**config.mk**
```make
export PLATFORM = sky130hd
export DESIGN_NAME = iodec_cpu_flat
export DESIGN_NICKNAME = d
export VERILOG_FILES = /design/src/iodec_pkg.sv /design/src/iodec_if.sv /design/src/iodec_fifo.sv /design/src/iodec_cpu.sv /design/src/flat_wrapper.sv
export SDC_FILE = /design/constraint.sdc
export NUM_CORES = 1
export LEC_CHECK = 0
export ABC_AREA = 1
export BUFFER_PORTS_ARGS = -buffer_cell sky130_fd_sc_hd__clkbuf_2
export CAP_MARGIN = 20
export CORE_MARGIN = 2
export CORE_UTILIZATION = 45
export CTS_CLUSTER_DIAMETER = 60
export DETAILED_ROUTE_END_ITERATION = 7
export PLACE_DENSITY_LB_ADDON = 0.1
export SKIP_CTS_REPAIR_TIMING = 1
export SLEW_MARGIN = 20
export SYNTH_ARGS = -nofsm -noshare
export SYNTH_HDL_FRONTEND = slang
export SYNTH_SLANG_ARGS = --single-unit
```
**constraint.sdc**
```tcl
create_clock -name clk_sys -period 2.4 [get_ports clk_sys]
set_input_delay 0.12 -clock clk_sys [delete_from_list [all_inputs] [get_ports clk_sys]]
set_output_delay 0.12 -clock clk_sys [all_outputs]
set_load 0.03 [all_outputs]
```
**src/iodec_pkg.sv**
```systemverilog
// iodec_pkg: shared constants for the i/o instruction decode front end
// assumes one system clock and an asynchronous active-low reset everywhere
package iodec_pkg;
    localparam int WORD_W       = 12;
    localparam int OP_W         = 4;
    localparam int CMD_W        = 3;
    localparam int SEL_W        = 5;
    localparam int BANK_AW      = 12;          // 4096-word modules
    localparam int BANK_CNT     = 8;           // 32,768 words total
    localparam int BANK_SEL_W   = 3;
    localparam int FIFO_DEPTH   = 16;
    // field positions, bit 0 is the most significant instruction bit
    localparam int OP_HI        = 11;
    localparam int OP_LO        = 8;
    localparam int CMD_HI       = 7;
    localparam int CMD_LO       = 5;
    localparam int SEL_HI       = 4;
    localparam int SEL_LO       = 0;
    localparam int DIR_BIT      = 4;           // instruction bit 7
    localparam int OCT1_HI      = 4;
    localparam int OCT1_LO      = 3;
    localparam int OCT2_HI      = 2;
    localparam int OCT2_LO      = 0;
    localparam logic [OP_W-1:0]  IO_OPCODE  = 4'h1;
    // command field encodings
    localparam logic [CMD_W-1:0] CMD_TTA    = 3'h0;
    localparam logic [CMD_W-1:0] CMD_TFA    = 3'h1;
    localparam logic [CMD_W-1:0] CMD_DST    = 3'h2;
    localparam logic [CMD_W-1:0] CMD_SDF    = 3'h3;
    localparam logic [CMD_W-1:0] CMD_EXEC   = 3'h4;
    localparam logic [CMD_W-1:0] CMD_DEACT  = 3'h5;
    localparam logic [CMD_W-1:0] CMD_SELACT = 3'h6;
    localparam logic [CMD_W-1:0] CMD_IOCTL  = 3'h7;
    localparam logic [WORD_W-1:0] WORD_RST  = 12'h000;
    localparam logic [SEL_W-1:0]  SEL_RST   = 5'h00;
    localparam logic [CMD_W-1:0]  CMD_RST   = 3'h0;
    localparam int HOLD_CYCLES  = 1;           // one memory cycle held off

    typedef enum logic [1:0] {IODEC_IDLE, IODEC_STROBE, IODEC_DONE} iodec_state_e;

    // high-order commands need no ready answer
    function automatic logic iodec_is_data_cmd(input logic [CMD_W-1:0] c);
        return (c[CMD_W-1] == 1'b0);
    endfunction : iodec_is_data_cmd
endpackage : iodec_pkg

```
**src/iodec_if.sv**
```systemverilog
// iodec_if: wires between the cpu-side i/o front end and a device controller
// assumes both ends share clk_sys; no clocking block, the testbench samples
`timescale 1ns/1ns
`default_nettype none
interface iodec_if
    import iodec_pkg::*;
(
    input wire logic clk_sys
);
    logic                 io_operation_strobe;
    logic [CMD_W-1:0]     io_cmd;
    logic [SEL_W-1:0]     dev_select;
    logic                 execute_accumulator_command;
    logic                 device_deactivate_cmd;
    logic                 select_activate_cmd;
    logic                 io_control_activate_cmd;
    logic [WORD_W-1:0]    acc_out;
    logic [WORD_W-1:0]    dev_in;
    logic                 dev_ready;
    logic                 dev_flag;
    logic                 dev_irq;
    logic                 dma_req;
    logic                 dma_write;
    logic [BANK_SEL_W-1:0] dma_bank;
    logic [BANK_AW-1:0]   dma_addr;
    logic [WORD_W-1:0]    dma_wdata;
    logic                 dma_ack;
    logic [WORD_W-1:0]    dma_rdata;

    modport cpu (
        output io_operation_strobe, io_cmd, dev_select, execute_accumulator_command,
               device_deactivate_cmd, select_activate_cmd, io_control_activate_cmd,
               acc_out, dma_ack, dma_rdata,
        input  dev_in, dev_ready, dev_flag, dev_irq, dma_req, dma_write, dma_bank,
               dma_addr, dma_wdata
    );
    modport ctrl (
        input  io_operation_strobe, io_cmd, dev_select, execute_accumulator_command,
               device_deactivate_cmd, select_activate_cmd, io_control_activate_cmd,
               acc_out, dma_ack, dma_rdata,
        output dev_in, dev_ready, dev_flag, dev_irq, dma_req, dma_write, dma_bank,
               dma_addr, dma_wdata
    );
endinterface : iodec_if
`default_nettype wire

```
**src/iodec_fifo.sv**
```systemverilog
// iodec_fifo: flip-flop fifo with valid/ready on both sides
// assumes single clock; depth a power of two
`timescale 1ns/1ns
`default_nettype none
module iodec_fifo
    import iodec_pkg::*;
#(
    parameter int WIDTH = WORD_W,
    parameter int DEPTH = FIFO_DEPTH
)(
    input  wire logic             clk_sys,
    input  wire logic             arst_n,
    input  wire logic             in_valid,
    output logic                  in_ready,
    input  wire logic [WIDTH-1:0] in_data,
    output logic                  out_valid,
    input  wire logic             out_ready,
    output logic      [WIDTH-1:0] out_data
);
    localparam int AW = $clog2(DEPTH);
    logic [WIDTH-1:0] mem_r [DEPTH];
    logic [AW-1:0]    wr_ptr_r;
    logic [AW-1:0]    rd_ptr_r;
    logic [AW:0]      count_r;
    logic             push;
    logic             pop;

    // full and empty come straight from the count
    assign in_ready  = (count_r != DEPTH[AW:0]);
    assign out_valid = (count_r != '0);
    assign push      = in_valid && in_ready;
    assign pop       = out_valid && out_ready;
    assign out_data  = mem_r[rd_ptr_r];

    // storage has no reset; only pointers matter
    always_ff @(posedge clk_sys)
    begin
        if (push)
        begin
            mem_r[wr_ptr_r] <= in_data;
        end
    end

    // pointers and occupancy
    always_ff @(posedge clk_sys or negedge arst_n)
    begin
        if (!arst_n)
        begin
            wr_ptr_r <= '0;
            rd_ptr_r <= '0;
            count_r  <= '0;
        end
        else
        begin
            if (push)
                wr_ptr_r <= wr_ptr_r + 1'b1;
            if (pop)
                rd_ptr_r <= rd_ptr_r + 1'b1;
            if (push && !pop)
                count_r <= count_r + 1'b1;
            else if (pop && !push)
                count_r <= count_r - 1'b1;
        end
    end
endmodule : iodec_fifo
`default_nettype wire

```
**src/iodec_cpu.sv**
```systemverilog
// iodec_cpu: cpu end; decodes i/o instructions, runs programmed transfers, dma banks
// assumes instructions arrive one at a time on instr_valid; controller is iodec_ctrl
`timescale 1ns/1ns
`default_nettype none
// Contract
// - word splits opcode, three control, five address
// - bits four to six form command
// - bits seven to eleven select device
// - select read as two octal digits
// - bit seven low input, high output
// - controller may take command from accumulator
// - controller may combine select with accumulator
// - input devices answer assigned select codes
// - transfer only when device ready
// - interrupt traps to device service routine
// - dma same bank suspends cpu cycle
// - contention holds cpu one memory cycle
// - other-bank dma leaves cpu undisturbed
// - dma to different banks run concurrently; here one dma_req serves one bank at a time
// - memory 4096-word banks, eight, each dma
// - controller supplies address, start, direction
// - high command codes exec, deact, select, control
// - strobe driven while i/o command executes
// - select bits buffered from instruction register
// - data commands skip when not ready
module iodec_cpu
    import iodec_pkg::*;
#(
    parameter int NBANK = BANK_CNT
)(
    input  wire logic                  clk_sys,
    input  wire logic                  arst_n,
    iodec_if.cpu                       lnk,
    input  wire logic                  instr_valid,
    input  wire logic [WORD_W-1:0]     instr,
    input  wire logic [WORD_W-1:0]     acc_in,
    output logic                       instr_done,
    output logic                       skip_r,
    output logic                       xfer_r,
    output logic      [WORD_W-1:0]     rx_data_r,
    output logic                       dir_output,
    output logic      [1:0]            sel_octal_hi,
    output logic      [2:0]            sel_octal_lo,
    output logic                       irq_trap_r,
    output logic      [SEL_W-1:0]      trap_dev_r,
    input  wire logic                  cpu_mem_req,
    input  wire logic [BANK_SEL_W-1:0] cpu_bank,
    output logic                       cpu_hold,
    output logic                       rx_valid,
    input  wire logic                  rx_ready
);
    iodec_state_e       state_r;
    logic [WORD_W-1:0]  ir_r;
    logic               is_io;
    logic [NBANK-1:0]   bank_busy_r;
    logic [WORD_W-1:0]  fifo_out;

    // i/o instruction: opcode in bits 0..3
    assign is_io = (ir_r[OP_HI:OP_LO] == IO_OPCODE) && (state_r != IODEC_IDLE);

    // fields presented only during i/o, low otherwise
    assign lnk.io_operation_strobe = (state_r == IODEC_STROBE) && is_io;
    assign lnk.io_cmd     = is_io ? ir_r[CMD_HI:CMD_LO] : CMD_RST;
    assign lnk.dev_select = is_io ? ir_r[SEL_HI:SEL_LO] : SEL_RST;
    assign lnk.execute_accumulator_command = is_io && ir_r[CMD_HI:CMD_LO] == CMD_EXEC;
    assign lnk.device_deactivate_cmd   = is_io && ir_r[CMD_HI:CMD_LO] == CMD_DEACT;
    assign lnk.select_activate_cmd     = is_io && ir_r[CMD_HI:CMD_LO] == CMD_SELACT;
    assign lnk.io_control_activate_cmd = is_io && ir_r[CMD_HI:CMD_LO] == CMD_IOCTL;
    assign dir_output   = is_io && ir_r[DIR_BIT];
    assign sel_octal_hi = is_io ? ir_r[OCT1_HI:OCT1_LO] : 2'h0;
    assign sel_octal_lo = is_io ? ir_r[OCT2_HI:OCT2_LO] : 3'h0;
    assign instr_done   = (state_r == IODEC_DONE);

    // instruction register and step sequence; strobe lasts one cycle
    always_ff @(posedge clk_sys or negedge arst_n)
    begin
        if (!arst_n)
        begin
            state_r <= IODEC_IDLE;
            ir_r    <= WORD_RST;
        end
        else
        begin
            unique case (state_r)
                IODEC_IDLE:
                begin
                    if (instr_valid)
                    begin
                        ir_r    <= instr;
                        state_r <= IODEC_STROBE;
                    end
                end
                IODEC_STROBE: state_r <= IODEC_DONE;
                IODEC_DONE:   state_r <= IODEC_IDLE;
            endcase
        end
    end

    // accumulator latched when any instruction is accepted and held through the strobe, for every command
    always_ff @(posedge clk_sys or negedge arst_n)
    begin
        if (!arst_n)
            lnk.acc_out <= WORD_RST;
        else if (state_r == IODEC_IDLE && instr_valid)
            lnk.acc_out <= acc_in;
    end

    // ready gates the transfer; not ready skips next instruction
    always_ff @(posedge clk_sys or negedge arst_n)
    begin
        if (!arst_n)
        begin
            skip_r    <= 1'b0;
            xfer_r    <= 1'b0;
            rx_data_r <= WORD_RST;
        end
        else if (lnk.io_operation_strobe)
        begin
            if (iodec_is_data_cmd(lnk.io_cmd))
            begin
                if (lnk.io_cmd == CMD_SDF)
                begin
                    skip_r <= !lnk.dev_flag;
                    xfer_r <= 1'b0;
                end
                else
                begin
                    skip_r <= !lnk.dev_ready;
                    xfer_r <= lnk.dev_ready;
                    if (lnk.dev_ready && lnk.io_cmd != CMD_TFA)
                        rx_data_r <= lnk.dev_in;
                end
            end
            else
            begin
                skip_r <= 1'b0;
                xfer_r <= 1'b0;
            end
        end
    end

    // interrupt: latch trap and requesting device select; set wins over clear
    // the controller puts its own code on dev_in while it interrupts, so the
    // trap records which service routine to enter without a separate poll
    always_ff @(posedge clk_sys or negedge arst_n)
    begin
        if (!arst_n)
        begin
            irq_trap_r <= 1'b0;
            trap_dev_r <= SEL_RST;
        end
        else if (lnk.dev_irq && !irq_trap_r)
        begin
            irq_trap_r <= 1'b1;
            trap_dev_r <= lnk.dev_in[SEL_W-1:0];
        end
        else if (instr_valid && state_r == IODEC_IDLE)
            irq_trap_r <= lnk.dev_irq;
    end

    // dma: each bank tracks its own access in its own flop, one cycle per access
    // one busy flop per bank, all ORed into the single shared dma_ack, so a
    // request to any bank raises the same acknowledge as every other bank
    genvar b;
    generate
        for (b = 0; b < NBANK; b++)
        begin : g_bank
            always_ff @(posedge clk_sys or negedge arst_n)
            begin
                if (!arst_n)
                    bank_busy_r[b] <= 1'b0;
                else
                    bank_busy_r[b] <= lnk.dma_req && (lnk.dma_bank == BANK_SEL_W'(b));
            end
        end
    endgenerate

    // cpu held in every cycle that it requests memory and dma wants its bank, and only then
    // combinational, so the cpu stops within the same memory cycle
    assign cpu_hold = cpu_mem_req && lnk.dma_req && (lnk.dma_bank == cpu_bank);
    assign lnk.dma_ack = |bank_busy_r;

    // dma words from controller buffered toward memory port
    // in_ready is left open: the controller must keep no more than sixteen
    // writes undrained, since a full buffer drops further words silently
    iodec_fifo #(
        .WIDTH (WORD_W),
        .DEPTH (FIFO_DEPTH)
    ) u_fifo (
        .clk_sys   (clk_sys),
        .arst_n    (arst_n),
        .in_valid  (lnk.dma_req && lnk.dma_write),
        .in_ready  (),
        .in_data   (lnk.dma_wdata),
        .out_valid (rx_valid),
        .out_ready (rx_ready),
        .out_data  (fifo_out)
    );

    // read data returns the fifo head word
    always_ff @(posedge clk_sys or negedge arst_n)
    begin
        if (!arst_n)
            lnk.dma_rdata <= WORD_RST;
        else
            lnk.dma_rdata <= fifo_out;
    end
endmodule : iodec_cpu
`default_nettype wire

```
**src/flat_wrapper.sv**
```systemverilog
// flat-port wrapper written by rule: the top's interface ports become plain ports
module iodec_cpu_flat import iodec_pkg::*;
#(
    parameter int NBANK = BANK_CNT
)
  (clk_sys, arst_n, instr_valid, instr, acc_in, instr_done, skip_r, xfer_r, rx_data_r, dir_output, sel_octal_hi, sel_octal_lo, irq_trap_r, trap_dev_r, cpu_mem_req, cpu_bank, cpu_hold, rx_valid, rx_ready, lnk_io_operation_strobe, lnk_io_cmd, lnk_dev_select, lnk_execute_accumulator_command, lnk_device_deactivate_cmd, lnk_select_activate_cmd, lnk_io_control_activate_cmd, lnk_acc_out, lnk_dma_ack, lnk_dma_rdata, lnk_dev_in, lnk_dev_ready, lnk_dev_flag, lnk_dev_irq, lnk_dma_req, lnk_dma_write, lnk_dma_bank, lnk_dma_addr, lnk_dma_wdata);
  iodec_if lnk_i (.clk_sys(clk_sys));
  input  wire logic clk_sys;
  input  wire logic arst_n;
  input  wire logic instr_valid;
  input  wire logic [WORD_W-1:0] instr;
  input  wire logic [WORD_W-1:0] acc_in;
  output logic instr_done;
  output logic skip_r;
  output logic xfer_r;
  output logic      [WORD_W-1:0] rx_data_r;
  output logic dir_output;
  output logic      [1:0] sel_octal_hi;
  output logic      [2:0] sel_octal_lo;
  output logic irq_trap_r;
  output logic      [SEL_W-1:0] trap_dev_r;
  input  wire logic cpu_mem_req;
  input  wire logic [BANK_SEL_W-1:0] cpu_bank;
  output logic cpu_hold;
  output logic rx_valid;
  input  wire logic rx_ready;
  output wire logic [$bits(lnk_i.io_operation_strobe)-1:0] lnk_io_operation_strobe;
  output wire logic [$bits(lnk_i.io_cmd)-1:0] lnk_io_cmd;
  output wire logic [$bits(lnk_i.dev_select)-1:0] lnk_dev_select;
  output wire logic [$bits(lnk_i.execute_accumulator_command)-1:0] lnk_execute_accumulator_command;
  output wire logic [$bits(lnk_i.device_deactivate_cmd)-1:0] lnk_device_deactivate_cmd;
  output wire logic [$bits(lnk_i.select_activate_cmd)-1:0] lnk_select_activate_cmd;
  output wire logic [$bits(lnk_i.io_control_activate_cmd)-1:0] lnk_io_control_activate_cmd;
  output wire logic [$bits(lnk_i.acc_out)-1:0] lnk_acc_out;
  output wire logic [$bits(lnk_i.dma_ack)-1:0] lnk_dma_ack;
  output wire logic [$bits(lnk_i.dma_rdata)-1:0] lnk_dma_rdata;
  input wire logic [$bits(lnk_i.dev_in)-1:0] lnk_dev_in;
  input wire logic [$bits(lnk_i.dev_ready)-1:0] lnk_dev_ready;
  input wire logic [$bits(lnk_i.dev_flag)-1:0] lnk_dev_flag;
  input wire logic [$bits(lnk_i.dev_irq)-1:0] lnk_dev_irq;
  input wire logic [$bits(lnk_i.dma_req)-1:0] lnk_dma_req;
  input wire logic [$bits(lnk_i.dma_write)-1:0] lnk_dma_write;
  input wire logic [$bits(lnk_i.dma_bank)-1:0] lnk_dma_bank;
  input wire logic [$bits(lnk_i.dma_addr)-1:0] lnk_dma_addr;
  input wire logic [$bits(lnk_i.dma_wdata)-1:0] lnk_dma_wdata;
  assign lnk_io_operation_strobe = lnk_i.io_operation_strobe;
  assign lnk_io_cmd = lnk_i.io_cmd;
  assign lnk_dev_select = lnk_i.dev_select;
  assign lnk_execute_accumulator_command = lnk_i.execute_accumulator_command;
  assign lnk_device_deactivate_cmd = lnk_i.device_deactivate_cmd;
  assign lnk_select_activate_cmd = lnk_i.select_activate_cmd;
  assign lnk_io_control_activate_cmd = lnk_i.io_control_activate_cmd;
  assign lnk_acc_out = lnk_i.acc_out;
  assign lnk_dma_ack = lnk_i.dma_ack;
  assign lnk_dma_rdata = lnk_i.dma_rdata;
  assign lnk_i.dev_in = lnk_dev_in;
  assign lnk_i.dev_ready = lnk_dev_ready;
  assign lnk_i.dev_flag = lnk_dev_flag;
  assign lnk_i.dev_irq = lnk_dev_irq;
  assign lnk_i.dma_req = lnk_dma_req;
  assign lnk_i.dma_write = lnk_dma_write;
  assign lnk_i.dma_bank = lnk_dma_bank;
  assign lnk_i.dma_addr = lnk_dma_addr;
  assign lnk_i.dma_wdata = lnk_dma_wdata;
  iodec_cpu #(.NBANK(NBANK)) u_core (.clk_sys(clk_sys), .arst_n(arst_n), .lnk(lnk_i), .instr_valid(instr_valid), .instr(instr), .acc_in(acc_in), .instr_done(instr_done), .skip_r(skip_r), .xfer_r(xfer_r), .rx_data_r(rx_data_r), .dir_output(dir_output), .sel_octal_hi(sel_octal_hi), .sel_octal_lo(sel_octal_lo), .irq_trap_r(irq_trap_r), .trap_dev_r(trap_dev_r), .cpu_mem_req(cpu_mem_req), .cpu_bank(cpu_bank), .cpu_hold(cpu_hold), .rx_valid(rx_valid), .rx_ready(rx_ready));
endmodule
```
* After elaboration in Yosys (flattened, before gate mapping) *
Memories as Yosys holds them, arrays and structs flattened. A register that Yosys moved wholly into a read port is not among the register bits.
Index checks and enable logic that the tools add are counted.

operators by class
  add/subtract/negate cells = 4
  multiplexer cells = 16
  equality and inequality tests = 19
  reduce and logical (&&, ||, !) cells = 40
  bitwise gates (word level) = 2

operator list
  cell                 count
  $logic_and 1x1->1    25
  $eq 3x3->1 const B   8
  $mux 5               3
  $eq 3x2->1 const B   3
  $add 4x1->4 const B  2
  $mux 1               8
  $reduce_or 8->1      1
  $logic_not 1->1      6
  $mux 3               2
  $pmux 2 s3           1
  $reduce_bool 2->1    3
  $add 5x1->5 const B  1
  $ne 5x5->1 const B   1
  $reduce_bool 5->1    1
  $sub 5x1->5 const B  1
  $eq 4x1->1 const B   1
  $mux 2               2
  $reduce_and 4->1     1
  $eq 3x1->1 const B   1
  $eq 3x3->1           1
  $logic_not 3->1      1
  $ne 3x1->1 const B   1
  $eq 2x1->1 const B   1
  $eq 2x2->1 const B   1
  4 further kinds      5

storage, ports and cells
  logic and storage cells = 101
  bits in writable memories = 192
  output and inout bits = 67
  memories kept = 1
  input bits = 76
  register bits = 67

memory list
  name                 words  width  rd ports  clocked after Yosys merged registers in  wr ports  RTL line          RTL
  u_core.u_fifo.mem_r  16     12     1         1                                        1         iodec_fifo.sv:21  logic [WIDTH-1:0] mem_r [DEPTH];

* Logic depth before layout (Yosys ltp) *
  word-level depth = 6
  depth in mapped cells = 12
  depth with buffers taken out = 12

* Hierarchy *
Synthesis repeated with hierarchy kept, for this count alone.

second synthesis, totals
  cell total of the unflattened synthesis = 1,144
  area, all modules = 11,751.3 µm²

modules (own cells, without submodules)
  module      sequential area each (µm²)  instances  cells an instance  area each (µm²)
  iodec_fifo  6,090.8                     1          869                9,066.2
  iodec_cpu   1,651.6                     1          275                2,685.1

* Least setup slack after synthesis *
Ideal clock, no wire load.

  path type = register to register
  start = register u_core.u_fifo.count_r[1]
  end = register u_core.u_fifo.count_r[4]
  stages on the path, launching flop included = 12
  slack = 0.063 ns
  required time = 2.283 ns
  arrival time = 2.220 ns
  clock period less this slack = 2.337 ns
  library setup time = 0.117 ns
  buffers on the path = 0
  cell sequence = dfrtp_1 -> nor2_1 -> nand4_1 -> nand2_1 -> ha_1 -> inv_1 -> ha_1 -> a21oi_1 -> nand2_1 -> xor2_1 -> nand2_1 -> nand2_1

on the way
  cells in the longest elaborated chain, start to end = 5
  elaborated cells between the ends (all ways) = 13
  those cells by class = add/sub (2); eq/ne (1); mux (2); reduce/logical (8)

RTL lines
  what                                         RTL line            RTL
  from (decl)                                  iodec_fifo.sv:24    logic [AW:0] count_r;
  from (signal assigned)                       iodec_fifo.sv:60    count_r <= count_r + 1'b1;
  from (signal assigned)                       iodec_fifo.sv:62    count_r <= count_r - 1'b1;
  $reduce_bool 5->1 (*)                        iodec_fifo.sv:30    assign out_valid = (count_r != '0);
  net rx_valid                                 flat_wrapper.sv:25  output logic rx_valid;
  $logic_and 1x1->1 (*)                        iodec_fifo.sv:32    assign pop = out_valid && out_ready;
  $logic_not 1->1                              iodec_fifo.sv:59    if (push && !pop)
  $logic_and 1x1->1                            iodec_fifo.sv:59
  $mux 5 or $reduce_bool 2->1 (tied branches)  -

The timed path passes the listed nets; every way through them passes the cells marked *. The select of a mux whose other input is x is not followed.
A chain may end at the register's enable or synchronous reset.

* Worst setup path in the final report *
  start = register u_core.state_r[0]
  end = output dir_output

on the way
  cells in the longest elaborated chain, start to end = 3

RTL lines
  what                    RTL line            RTL
  from (decl)             iodec_cpu.sv:52     iodec_state_e state_r;
  from (signal assigned)  iodec_cpu.sv:79     state_r <= IODEC_IDLE;
  from (signal assigned)  iodec_cpu.sv:90     state_r <= IODEC_STROBE;
  from (signal assigned)  iodec_cpu.sv:93     IODEC_STROBE: state_r <= IODEC_DONE;
  $reduce_bool 2->1       iodec_cpu.sv:59     assign is_io = (ir_r[OP_HI:OP_LO] == IO_OPCODE) && (state_r != IODEC_IDLE);
  $logic_and 1x1->1       iodec_cpu.sv:59
  $logic_and 1x1->1       iodec_cpu.sv:69     assign dir_output = is_io && ir_r[DIR_BIT];
  to (decl)               flat_wrapper.sv:17  output logic dir_output;

No other way between the ends.

==> metrics <==
Initial Utilization 45.9%; worst setup margin 179 ps; Slew headroom 50.2%; Synth Instances 1,011; most common cell after layout, fill and taps aside nand2_1; Most Frequent Cell on Critical Path inv_2; Setup violations, final 0; Buf/Inv on CP 4; n_diodes 0; GPL Wtd Cong 0.786; die height 162 um; synth top area cells edfxtp_1 51%, dfrtp_1 18%, nand2_1 8.6%; Area Overhead vs Synth 23.9%; EDFF count, synth 192; layout cell share with drive strength beyond 1 19.6%; clk_skew 18.7 ps; crit end category primary output; leakage 5.92 nW; first-pass GRT wire length 39.9 mm; total power density per cell area 1200 nW/um^2; Power Total 16.7 mW; final count of pins violating max slew 0; worst path cell trace inv_1, ha_1, inv_2, nand2_1, nor2_2, inv_2, nor2_1, clkbuf_2; FF+latch count, synth 271; initial drt markers 520; clock tree buffer depth 3; number of routed nets with antenna violations 0; Seq/Total Area, Yosys 69.2%; min Tclk post-route 2220 ps; Synth Flop Type edfxtp_1; CP max stage cell dfrtp_1; nets@finish 1,299; Max Cap Viol 0; DRT Pass-1 Iters 5; grt ovf 0; Setup CP Type flop to primary output; highest clock rate 0.450 GHz; Largest delay share family, worst path buffers and inverters; Clock Tree Root clkbuf_16; Vias 7,683; CP required 2280 ps; Avg Cell Area, Syn 11.1 um^2; CTS tree built; final WL 26.0 mm; GRT Total Usage 19.7%; die width 162 um; H-tree depth 1; top-level I/O count 143; TritonCTS Sinks 271; worst vdd ir 0.667 mV; FP Rows 57; CP arrival 2100 ps; CTS Buf Count 30; CP max FO 8; Worst-path clk slew 60 ps; PortBufs 130; DIE AREA 26,200 um^2; Skew-Pair Late Insertion Delay 550 ps; antenna violations before repair 0; Residual DRC 0; DR WL/cell 16.7 um; ys async rst share 29.2%; Post-DP HPWL 15.3 mm; via/cell ratio 4.93; synthesized cell area 11,200 um^2; syn nets 1,101; outcome finished clean; actual slew at the worst max-slew pin 747 ps; fin crit share 92.5%; Setup crit start kind flop; Core Footprint 24,400 um^2; largest stage delay on the critical path 390 ps; pre-CTS worst setup slack 213 ps; largest net degree at the start of global routing 85; most frequent cells in the layout 257 x nand2_1, 192 x edfxtp_1, 129 x nor2_1, 127 x clkbuf_2, 94 x nand3_1; Synth warnings 0; vias in the first global route 7,210; Hold Vio Cnt, Final 0; Synth area leader edfxtp_1; Hold Path Class input pin to flop; Fin Setup TNS 0 ps; share of the synthesized area in the top cell type 51.5%; Yosys cell types 32
==> power breakdown <==
group	switching, mW	total (mW)	leakage [nW]	internal [mW]
Sequential	0.455	6.24	2.71	5.78
Clock	1.81	4.85	0.531	3.04
Combinational	3.86	5.62	2.68	1.77
Total	6.13	16.7	5.92	10.6
==> cell families (layout without fill, tap and decap cells) <==
| family | count (synthesis) | after routing | synth area share [%] |
|---|---|---|---|
| simple gates | 500 | 500 | 18.3 |
| compound gates | 97 | 97 | 4.93 |
| flops | 271 | 271 | 69.2 |
| fa+ha+maj | 14 | 14 | 1.63 |
| xor+xnor | 9 | 9 | 0.704 |
| mux | 5 | 5 | 0.503 |
| buf+inv | 115 | 337 | 4.79 |
==> Yosys cell counts, drive strengths merged (6+ instances only) <==
library cell,count
a21oi,6
buf,41
clkbuf,11
dfrtp,79
edfxtp,192
ha,13
inv,63
nand2,259
nand3,95
nor2,133
o211ai,25
o21ai,64
xor2,6
==> final timing paths <==
path | startpoint | endpoint | slack, ps | depth (start not counted)
worst max-delay path | u_core.state_r[0] | dir_output | 180 | 8
worst min-delay path | lnk_dma_wdata[6] | u_core.u_fifo.mem_r[15][6] | 20 | 1
worst max register to register | u_core.u_fifo.count_r[1] | u_core.u_fifo.count_r[4] | 250 | 11
worst min register to register | u_core.rx_data_r[8] | u_core.rx_data_r[8] | 470 | 2
max in group asynchronous | arst_n | u_core.u_fifo.wr_ptr_r[1] | 1640 | 3
min in group asynchronous | arst_n | u_core.lnk.acc_out[7] | 160 | 2
==> metrics by stage <==
stage | hold WS [ps] | cells | util [%] | instance area [um^2]
after CTS | -365 | 1506 | 54.7 | 13400
after global routing | 35.3 | 1557 | 56.9 | 13900
after global placement | 218 | 1450 | 50.4 | 12300
after detailed placement | 217 | 1450 | 50.4 | 12300
final | 17.5 | 1557 | 56.9 | 13900
after floorplan | -176 | 1011 | - | 11200
==> final cells by class <==
| class | count | area [um^2] |
|---|---|---|
| Clock buffer | 37 | 808 |
| Tap cell | 324 | 405 |
| Clock inverter | 19 | 258 |
| Fill cell | 2120 | 10500 |
| Timing Repair Buffer | 218 | 1490 |
| Sequential cell | 271 | 7750 |
| Multi-Input combinational cell | 625 | 2930 |
| Inverter | 63 | 236 |
==> worst reg2reg max path: stages (launching register included) <==
cell	delay (ps)
dfrtp_1	410
nor2_1	150
nand4_1	190
nand2_2	170
ha_1	230
inv_1	100
ha_1	320
a21oi_1	140
nand2_1	90
xor2_1	150
nand2_1	60
nand2_1	40
==> state kept, by name, summed over array words and instances (netlist names) <==
signal,cells
u_core.u_fifo.mem_r,192
u_core.ir_r,12
u_core.lnk.acc_out,12
u_core.lnk.dma_rdata,12
u_core.rx_data_r,12
u_core.bank_busy_r,8
u_core.trap_dev_r,5
u_core.u_fifo.count_r,5
u_core.u_fifo.rd_ptr_r,4
u_core.u_fifo.wr_ptr_r,4
u_core.state_r,2
u_core.irq_trap_r,1
u_core.skip_r,1
u_core.xfer_r,1
==> routing by layer <==
layer	up-vias	GRT usage [%]	share of wire, %
met4	0	5.79	2.1
li1	3810	-	-
met5	-	0	0
met2	236	32.5	47
met3	46	2.83	5.8
met1	3591	27.3	45
Power figures use the tool's default switching activity.
